$ cat src/inc/pmc_pkg.sv
// shared constants, types and helpers for the loop mode control block
package pmc_pkg;
	// control word map
	localparam logic [3:0] CTRL_OFFSET = 4'h0;
	localparam int CTRL_W = 16;
	localparam int ISO_BIT = 15;
	localparam int IAI_BIT = 14;
	localparam int RELOCK_BIT = 13;
	localparam int TEST_BIT = 12;
	localparam int MULT_HI = 11;
	localparam int MULT_LO = 7;
	localparam int DIV_HI = 6;
	localparam int DIV_LO = 5;
	localparam int LOCKREQ_BIT = 4;
	localparam int BYP_HI = 3;
	localparam int BYP_LO = 2;
	localparam int INTACT_BIT = 1;
	localparam int STATUS_BIT = 0;
	// power-on value: only relock-on-loss is set
	localparam logic [15:0] CTRL_RST = 16'h2000;
	// bits software may change; bits 1 and 0 are status
	localparam logic [15:0] CTRL_WMASK = 16'hfffc;
	localparam logic [4:0] MULT_SYNTH_MIN = 5'h02;

	typedef enum logic [1:0] {
		PMC_BYPASS = 2'b00,
		PMC_LOCKING = 2'b01,
		PMC_LOCKED = 2'b10
	} pmc_state_t;

	// lock divider code n divides by n+1
	function automatic logic [2:0] pmc_ref_ratio(input logic [1:0] code);
		pmc_ref_ratio = {1'b0, code} + 3'h1;
	endfunction

	// bypass code: 00 -> 1, 01 -> 2, 1x -> 4
	function automatic logic [2:0] pmc_byp_ratio(input logic [1:0] code);
		if (code[1]) begin
			pmc_byp_ratio = 3'h4;
		end else if (code[0]) begin
			pmc_byp_ratio = 3'h2;
		end else begin
			pmc_byp_ratio = 3'h1;
		end
	endfunction
endpackage

$ cat src/verilog/pmc_tick_div.sv
// reference divider producing one enable pulse per output period
`timescale 1ns/1ps
`default_nettype none
module pmc_tick_div (
	input wire logic clk_sys_in,
	input wire logic resetn_in,
	input wire logic [2:0] ratio_in,
	input wire logic restart_in,
	output logic tick_out
);
	logic [2:0] cnt_q;
	logic [2:0] cnt_d;

	// count 0..ratio-1, pulse on the last count
	always_comb begin
		if (restart_in || cnt_q >= ratio_in - 3'h1) begin
			cnt_d = 3'h0;
		end else begin
			cnt_d = cnt_q + 3'h1;
		end
	end

	always_ff @(posedge clk_sys_in or negedge resetn_in) begin
		if (!resetn_in) begin
			cnt_q <= 3'h0;
		end else begin
			cnt_q <= cnt_d;
		end
	end

	// ratio change mid-period ends the period early but never emits a double pulse
	assign tick_out = !restart_in && (cnt_q >= ratio_in - 3'h1);
endmodule
`default_nettype wire

$ cat src/verilog/pmc_tick_switch.sv
// glitch-free selector between two output-clock enable streams
`timescale 1ns/1ps
`default_nettype none
module pmc_tick_switch (
	input wire logic clk_sys_in,
	input wire logic resetn_in,
	input wire logic sel_in,
	input wire logic tick_byp_in,
	input wire logic tick_lock_in,
	output logic tick_out,
	output logic cur_sel_out
);
	logic cur_q;
	logic cur_d;

	// change source only on a period boundary of the current source
	always_comb begin
		cur_d = cur_q;
		if (sel_in != cur_q) begin
			if (cur_q ? tick_lock_in : tick_byp_in) begin
				cur_d = sel_in;
			end
		end
	end

	always_ff @(posedge clk_sys_in or negedge resetn_in) begin
		if (!resetn_in) begin
			cur_q <= 1'b0;
		end else begin
			cur_q <= cur_d;
		end
	end

	// a dead source would stall the switch, so bypass is always enabled below
	assign tick_out = cur_q ? tick_lock_in : tick_byp_in;
	assign cur_sel_out = cur_q;
endmodule
`default_nettype wire

$ cat src/verilog/pmc_top.sv
// loop mode control wrapper: control word, lock sequencing and output clock selection
// Overview of operation
// - five-bit multiplier in bits 11:7; codes 0 and 1 mean factor one
// - two-bit reference divider in bits 6:5 divides by code plus one
// - lock mode with multiplier 2..31 outputs multiplier over divider times reference
// - lock request bit 4: clear gives bypass, set starts locking sequence
// - lock mode only after request set and locking complete; else bypass
// - bypass output is reference divided by 1, 2 or 4 per bits 3:2
// - bypass clock keeps running while the loop is locking
// - bit 1 clears on lock loss; sets on relock or control write
// - bit 0 shows lock status: 0 bypass or locking, 1 lock mode with any multiplier code
// - isolation bit grounds level-shifter outputs; clear passes them; resets 0
// - any control write drops to bypass, then relocks or stays per contents
// - relock bit 13, reset 1: on loss go bypass and relock; else hold
`timescale 1ns/1ps
`default_nettype none
module pmc_top (
	input wire logic clk_sys_in,
	input wire logic resetn_in,
	input wire logic reg_wr_in,
	input wire logic [15:0] reg_wdata_in,
	output logic [15:0] reg_rdata_out,
	input wire logic core_lock_in,
	input wire logic core_synth_clk_in,
	output logic core_enable_out,
	output logic [4:0] core_mult_out,
	output logic [1:0] core_div_out,
	output logic core_iso_out,
	output logic clkout_en_out,
	output logic clkout_src_out,
	output logic lock_status_out
);
	// control word storage (bits 1:0 are status and not stored here)
	logic [15:0] ctrl_q;
	logic [15:0] ctrl_d;
	logic intact_q;
	logic intact_d;
	pmc_pkg::pmc_state_t state_q;
	pmc_pkg::pmc_state_t state_d;

	// synchronisers for the core's pins
	logic lock_m_q;
	logic lock_s_q;
	logic lock_p_q;
	logic synth_m_q;
	logic synth_s_q;
	logic synth_p_q;

	// field views
	logic iso;
	logic relock_on_loss;
	logic lock_req;
	logic [4:0] feedback_multiplier;
	logic [1:0] ref_divider;
	logic [1:0] byp_div;
	logic lock_ok;
	logic lock_rise;
	logic lock_fall;
	logic synth_tick;
	logic tick_byp;
	logic tick_refdiv;
	logic tick_lock;
	logic restart_div;
	logic lock_sel;

	assign iso = ctrl_q[pmc_pkg::ISO_BIT];
	assign relock_on_loss = ctrl_q[pmc_pkg::RELOCK_BIT];
	assign lock_req = ctrl_q[pmc_pkg::LOCKREQ_BIT];
	assign feedback_multiplier = ctrl_q[pmc_pkg::MULT_HI:pmc_pkg::MULT_LO];
	assign ref_divider = ctrl_q[pmc_pkg::DIV_HI:pmc_pkg::DIV_LO];
	assign byp_div = ctrl_q[pmc_pkg::BYP_HI:pmc_pkg::BYP_LO];

	// two-stage capture of the core's lock and synthesized clock
	always_ff @(posedge clk_sys_in or negedge resetn_in) begin
		if (!resetn_in) begin
			lock_m_q <= 1'b0;
			lock_s_q <= 1'b0;
			lock_p_q <= 1'b0;
			synth_m_q <= 1'b0;
			synth_s_q <= 1'b0;
			synth_p_q <= 1'b0;
		end else begin
			lock_m_q <= core_lock_in;
			lock_s_q <= lock_m_q;
			lock_p_q <= lock_s_q;
			synth_m_q <= core_synth_clk_in;
			synth_s_q <= synth_m_q;
			synth_p_q <= synth_s_q;
		end
	end

	// isolated shifters read as ground, so a powered-off core never looks locked
	assign lock_ok = lock_s_q && !iso;
	assign lock_rise = lock_s_q && !lock_p_q && !iso;
	assign lock_fall = !lock_s_q && lock_p_q && !iso;
	assign synth_tick = synth_s_q && !synth_p_q && !iso;

	// control word: software bits stored, status bits kept out
	always_comb begin
		ctrl_d = ctrl_q;
		if (reg_wr_in) begin
			ctrl_d = reg_wdata_in & pmc_pkg::CTRL_WMASK;
		end
	end

	// lock sequencing
	always_comb begin
		state_d = state_q;
		case (state_q)
			pmc_pkg::PMC_BYPASS: begin
				if (lock_req) begin
					state_d = pmc_pkg::PMC_LOCKING;
				end
			end
			pmc_pkg::PMC_LOCKING: begin
				if (!lock_req) begin
					state_d = pmc_pkg::PMC_BYPASS;
				end else if (lock_ok) begin
					state_d = pmc_pkg::PMC_LOCKED;
				end
			end
			pmc_pkg::PMC_LOCKED: begin
				if (!lock_req) begin
					state_d = pmc_pkg::PMC_BYPASS;
				end else if (!lock_ok && relock_on_loss) begin
					state_d = pmc_pkg::PMC_BYPASS;
				end
			end
			default: begin
				state_d = pmc_pkg::PMC_BYPASS;
			end
		endcase
		// a write always drops to bypass for one cycle before relocking
		if (reg_wr_in) begin
			state_d = pmc_pkg::PMC_BYPASS;
		end
	end

	// lock-intact flag: the setting event wins over a loss in the same cycle
	always_comb begin
		intact_d = intact_q;
		if (lock_fall && state_q == pmc_pkg::PMC_LOCKED) begin
			intact_d = 1'b0;
		end
		if (reg_wr_in || lock_rise) begin
			intact_d = 1'b1;
		end
	end

	always_ff @(posedge clk_sys_in or negedge resetn_in) begin
		if (!resetn_in) begin
			ctrl_q <= pmc_pkg::CTRL_RST;
			state_q <= pmc_pkg::PMC_BYPASS;
			intact_q <= 1'b0;
		end else begin
			ctrl_q <= ctrl_d;
			state_q <= state_d;
			intact_q <= intact_d;
		end
	end

	// drive the core through the level shifters; isolation grounds them
	always_comb begin
		if (iso) begin
			core_enable_out = 1'b0;
			core_mult_out = 5'h00;
			core_div_out = 2'h0;
		end else begin
			core_enable_out = (state_q != pmc_pkg::PMC_BYPASS);
			core_mult_out = feedback_multiplier;
			core_div_out = ref_divider;
		end
	end
	assign core_iso_out = iso;

	// restart both dividers on a write so new ratios start on a clean period
	assign restart_div = reg_wr_in;

	// bypass divider ignores the reference divider field
	pmc_tick_div u_byp_div (
		.clk_sys_in(clk_sys_in),
		.resetn_in(resetn_in),
		.ratio_in(pmc_pkg::pmc_byp_ratio(byp_div)),
		.restart_in(restart_div),
		.tick_out(tick_byp)
	);

	// unsynthesized lock-mode output: reference over divider code plus one
	pmc_tick_div u_ref_div (
		.clk_sys_in(clk_sys_in),
		.resetn_in(resetn_in),
		.ratio_in(pmc_pkg::pmc_ref_ratio(ref_divider)),
		.restart_in(restart_div),
		.tick_out(tick_refdiv)
	);

	// lock source: core's multiplied clock, or plain division for codes 0/1
	always_comb begin
		if (feedback_multiplier >= pmc_pkg::MULT_SYNTH_MIN) begin
			tick_lock = synth_tick;
		end else begin
			tick_lock = tick_refdiv;
		end
	end

	// locking and bypass both keep the bypass source selected
	assign lock_sel = (state_q == pmc_pkg::PMC_LOCKED);

	pmc_tick_switch u_switch (
		.clk_sys_in(clk_sys_in),
		.resetn_in(resetn_in),
		.sel_in(lock_sel),
		.tick_byp_in(tick_byp),
		.tick_lock_in(tick_lock),
		.tick_out(clkout_en_out),
		.cur_sel_out(clkout_src_out)
	);

	// status readback
	assign lock_status_out = (state_q == pmc_pkg::PMC_LOCKED);
	always_comb begin
		reg_rdata_out = ctrl_q;
		reg_rdata_out[pmc_pkg::INTACT_BIT] = intact_q;
		reg_rdata_out[pmc_pkg::STATUS_BIT] = lock_status_out;
	end
endmodule
`default_nettype wire

$ cat config.mk
export PLATFORM = sky130hd
export DESIGN_NAME = pmc_top
export DESIGN_NICKNAME = d
export VERILOG_FILES = /design/src/inc/pmc_pkg.sv /design/src/verilog/pmc_tick_div.sv /design/src/verilog/pmc_tick_switch.sv /design/src/verilog/pmc_top.sv
export SDC_FILE = /design/constraint.sdc
export NUM_CORES = 1
export LEC_CHECK = 0
export BUFFER_PORTS_ARGS = -buffer_cell sky130_fd_sc_hd__clkbuf_2
export CORE_MARGIN = 8
export CORE_UTILIZATION = 48
export DETAILED_ROUTE_END_ITERATION = 10
export GPL_ROUTABILITY_DRIVEN = 0
export HOLD_SLACK_MARGIN = 0.02
export PLACE_DENSITY = 0.78
export SYNTH_ARGS = -nofsm -noshare
export SYNTH_HDL_FRONTEND = slang
export SYNTH_SLANG_ARGS = --single-unit
export TNS_END_PERCENT = 10
$ cat constraint.sdc
create_clock -name clk_sys_in -period 2.21 [get_ports clk_sys_in]
set_clock_uncertainty 0.15 [all_clocks]
set_input_delay 0 -clock clk_sys_in [delete_from_list [all_inputs] [get_ports clk_sys_in]]
set_output_delay 0 -clock clk_sys_in [all_outputs]
set_load 0.01 [all_outputs]
==> reports/results.tsv <==
stage	metric	value	unit
placement	pre_cts_ws	0.0629	ns
clocking	clock-sinks	30	
sta	fmax	428	MHz
sta	tightest_slew	0.736	ns
final_layout	fin_nets	209	
worst_setup_path	endpoint_kind	output pin	
outcome	violations	negative setup slack	
die	rows	19	
route	routed_wl	3380	um
synth	ys_types	27	
sta	drv_slew	0	
outcome	status	complete, but fails checks	
route	drt_iter0_drc	23	
grt	grtUsageTotal	15.1	%
final_layout	final_util	71.9	%
sta	finalCriticalPeriod	2.33	ns
run	drv_cap	0	
final_layout	drive_above_1_share	42.5	%
route	drtPass1Iterations	4	
grt	grt_max_degree	31	
worst_setup_path	crit_chain	or2_4 > buf_6 > ha_4 > nand2b_4 > a2111oi_4 > a211o_1 > a21oi_1 > buf_2	
grt	grt_pass1_wl	5910	um
worst_setup_path	crit_type	flop to output pin	
pwr	p_per_area	780	mW/mm^2
sta	fin_crit_sh	106	%
final_layout	final_common_cell	clkbuf_2	
worst_setup_path	arrival	2.18	ns
clocking	ctsRootBufferMaster	clkbuf_4	
clocking	path_clk_slew	0.09	ns
route	drc	0	
worst_setup_path	worstSetupStartpointType	flop	
sta	layout_setup_ws	-0.125	ns
route	viasPerCell	5.15	
synth	seq_area_frac_synth	55.4	%
placement	place_area	0.00159	mm^2
clocking	clk_latency	0.33	ns
synth	syn_inst	113	
worst_setup_path	ff2ff_setup_slack	0.11	ns
sta	relSlewSlack	51.0	%
synth	syn_area	0.00136	mm^2
final_layout	layout_common_cells	clkbuf_2, dfrtp_1, dlygate4sd3_1	
route	vias	1091	
worst_hold_path	min_path_type	input port to flop	
synth	synth_seq_cells	30	
pwr	irDropWorstVdd	0.580	mV
synth	avgSynthCellArea	12.0	um^2
die	core	0.00271	mm^2
clocking	clockBufferDepth	2	
worst_setup_path	max_stage_delay	0.41	ns
final_layout	fill_cells	208	
clocking	cts_made_buffers	5	
synth	synth_warnings	0	
clocking	tritoncts	yes	
die	dieArea	0.00478	mm^2
die	num_io_pins	49	
grt	grt_pass1_vias	1236	
die	die_x	69.2	um
clocking	htreeDepth	2	
final_layout	final_cell_area	0.00195	mm^2
placement	hpwl	2200	um
die	die_y	69.2	um
grt	gr-total-overflow	0	
pwr	p_leak	0.954	nW
pwr	p_total	0.00152	W
sta	rsz0062_at_grt	yes	
final_layout	num_antenna_cells	0	
synth	syn-num-nets	142	
placement	io_buffers	46	
sta	hold_violations	0	
final_layout	area_delta_synth_final	43.6	%
route	avgRoutedWirePerCell	15.9	um
die	start_util	50.0	%
worst_setup_path	cp_slowest_cell	dfrtp_1	
route	ant_nets	0	
worst_setup_path	crit_fanout	3	
worst_setup_path	crit_required	2.06	ns
grt	antenna_found_initial	0	
sta	setup_viol	1	
sta	hold_ws	0.0955	ns
[cells by family after synthesis]
kind of cell    after synthesis  share of synthesized area [%]
mux                          12                           9.96
flops                        30                           55.4
buf+inv                      12                           4.24
simple gates                 34                           13.7
compound gates               14                           7.29
xor+xnor                      3                           1.94
fa+ha+maj                     8                           7.38
[synthesized netlist by cell type (all sizes together)]
cell type,n,area share [%]
o21ai,1,0.37
dfstp,1,1.9
clkbuf,3,0.83
o31ai,1,0.55
a21oi,4,1.5
buf,4,2.0
nor2b,7,3.2
a211oi,1,0.55
xnor2,3,1.9
or4,1,0.83
o2bb2ai,1,0.65
a21o,2,1.1
mux2,12,10
a211o,2,1.3
a32oi,1,0.65
a2111oi,1,0.65
ha,8,7.4
nor3b,2,1.1
or2,2,0.92
nand2,3,0.83
dfrtp,29,54
inv,5,1.4
nor2,8,2.2
nor3,5,1.8
nand2b,6,2.8
[cell type report]
class                   instances  area [um^2]  share of cell area, %
clock buffers                   7         55.1                   2.83
clock inverters                 1         5.00                  0.257
inverters                       5         18.8                  0.963
multi-input cells              71          641                   32.9
flip-flops and latches         30          752                   38.6
well taps                      31         38.8                   1.99
repair buffers                 67          438                   22.5
[where the power goes]
group / switching [W] / leakage [nW] / internal, W / total, W
combinational: 0.000220 / 0.555 / 0.000297 / 0.000516
sequential: 0.0000593 / 0.364 / 0.000609 / 0.000668
clock: 0.000180 / 0.0353 / 0.000154 / 0.000334
[flip-flops by register name (all words and copies together), names as in the netlist]
register              cells
ctrl_q                   14
intact_q                  1
lock_m_q                  1
lock_p_q                  1
lock_s_q                  1
state_q                   2
synth_m_q                 1
synth_p_q                 1
synth_s_q                 1
u_byp_div.cnt_q           3
u_ref_div.cnt_q           3
u_switch.cur_sel_out      1
[worst max-delay path: cells and delay by family, from the launching register on]
kind	cells	cell delay [ns]
buf+inv	2	0.27
fa+ha+maj	1	0.20
flops	1	0.41
simple gates	2	0.43
compound gates	3	0.53
[layer usage]
layer	GRT usage (%)	routed length, um	up-vias
li1	-	-	518
met1	15.6	1330	520
met2	26.4	1760	45
met3	5.58	231	8
met4	6.83	59	0
met5	0	0	-
[per-stage QoR]
| step | instances | TNS (ns) |
|---|---|---|
| final | 212 | -0.125 |
| after global routing | 212 | -0.222 |
| after CTS | 211 | -0.133 |
| after detailed placement | 183 | 0 |
| after global placement | 183 | 0 |
| after floorplan | 113 | 0 |
[path summary, 6_finish.rpt]
| kind | startpoint | end | cells past startpoint |
|---|---|---|---|
| setup / recovery | ctrl_q[3] | clkout_en_out | 8 |
| max in group asynchronous | resetn_in | u_byp_div.cnt_q[0] | 2 |
| setup reg to reg | ctrl_q[3] | u_byp_div.cnt_q[2] | 8 |
| hold / removal | reg_wr_in | ctrl_q[4] | 3 |
| hold reg to reg | synth_m_q | synth_s_q | 0 |
| min in group asynchronous | resetn_in | ctrl_q[11] | 2 |
[what timing repair did]
item,4_1_cts,5_1_grt
gates cloned,0,0
setup endpoints to repair,1,1
setup buffers,3,1
hold buffers,17,0
gates resized for setup,9,7
hold endpoints to repair,46,0
pin swaps,5,4
No activity file was read; power rests on OpenSTA's default activity.
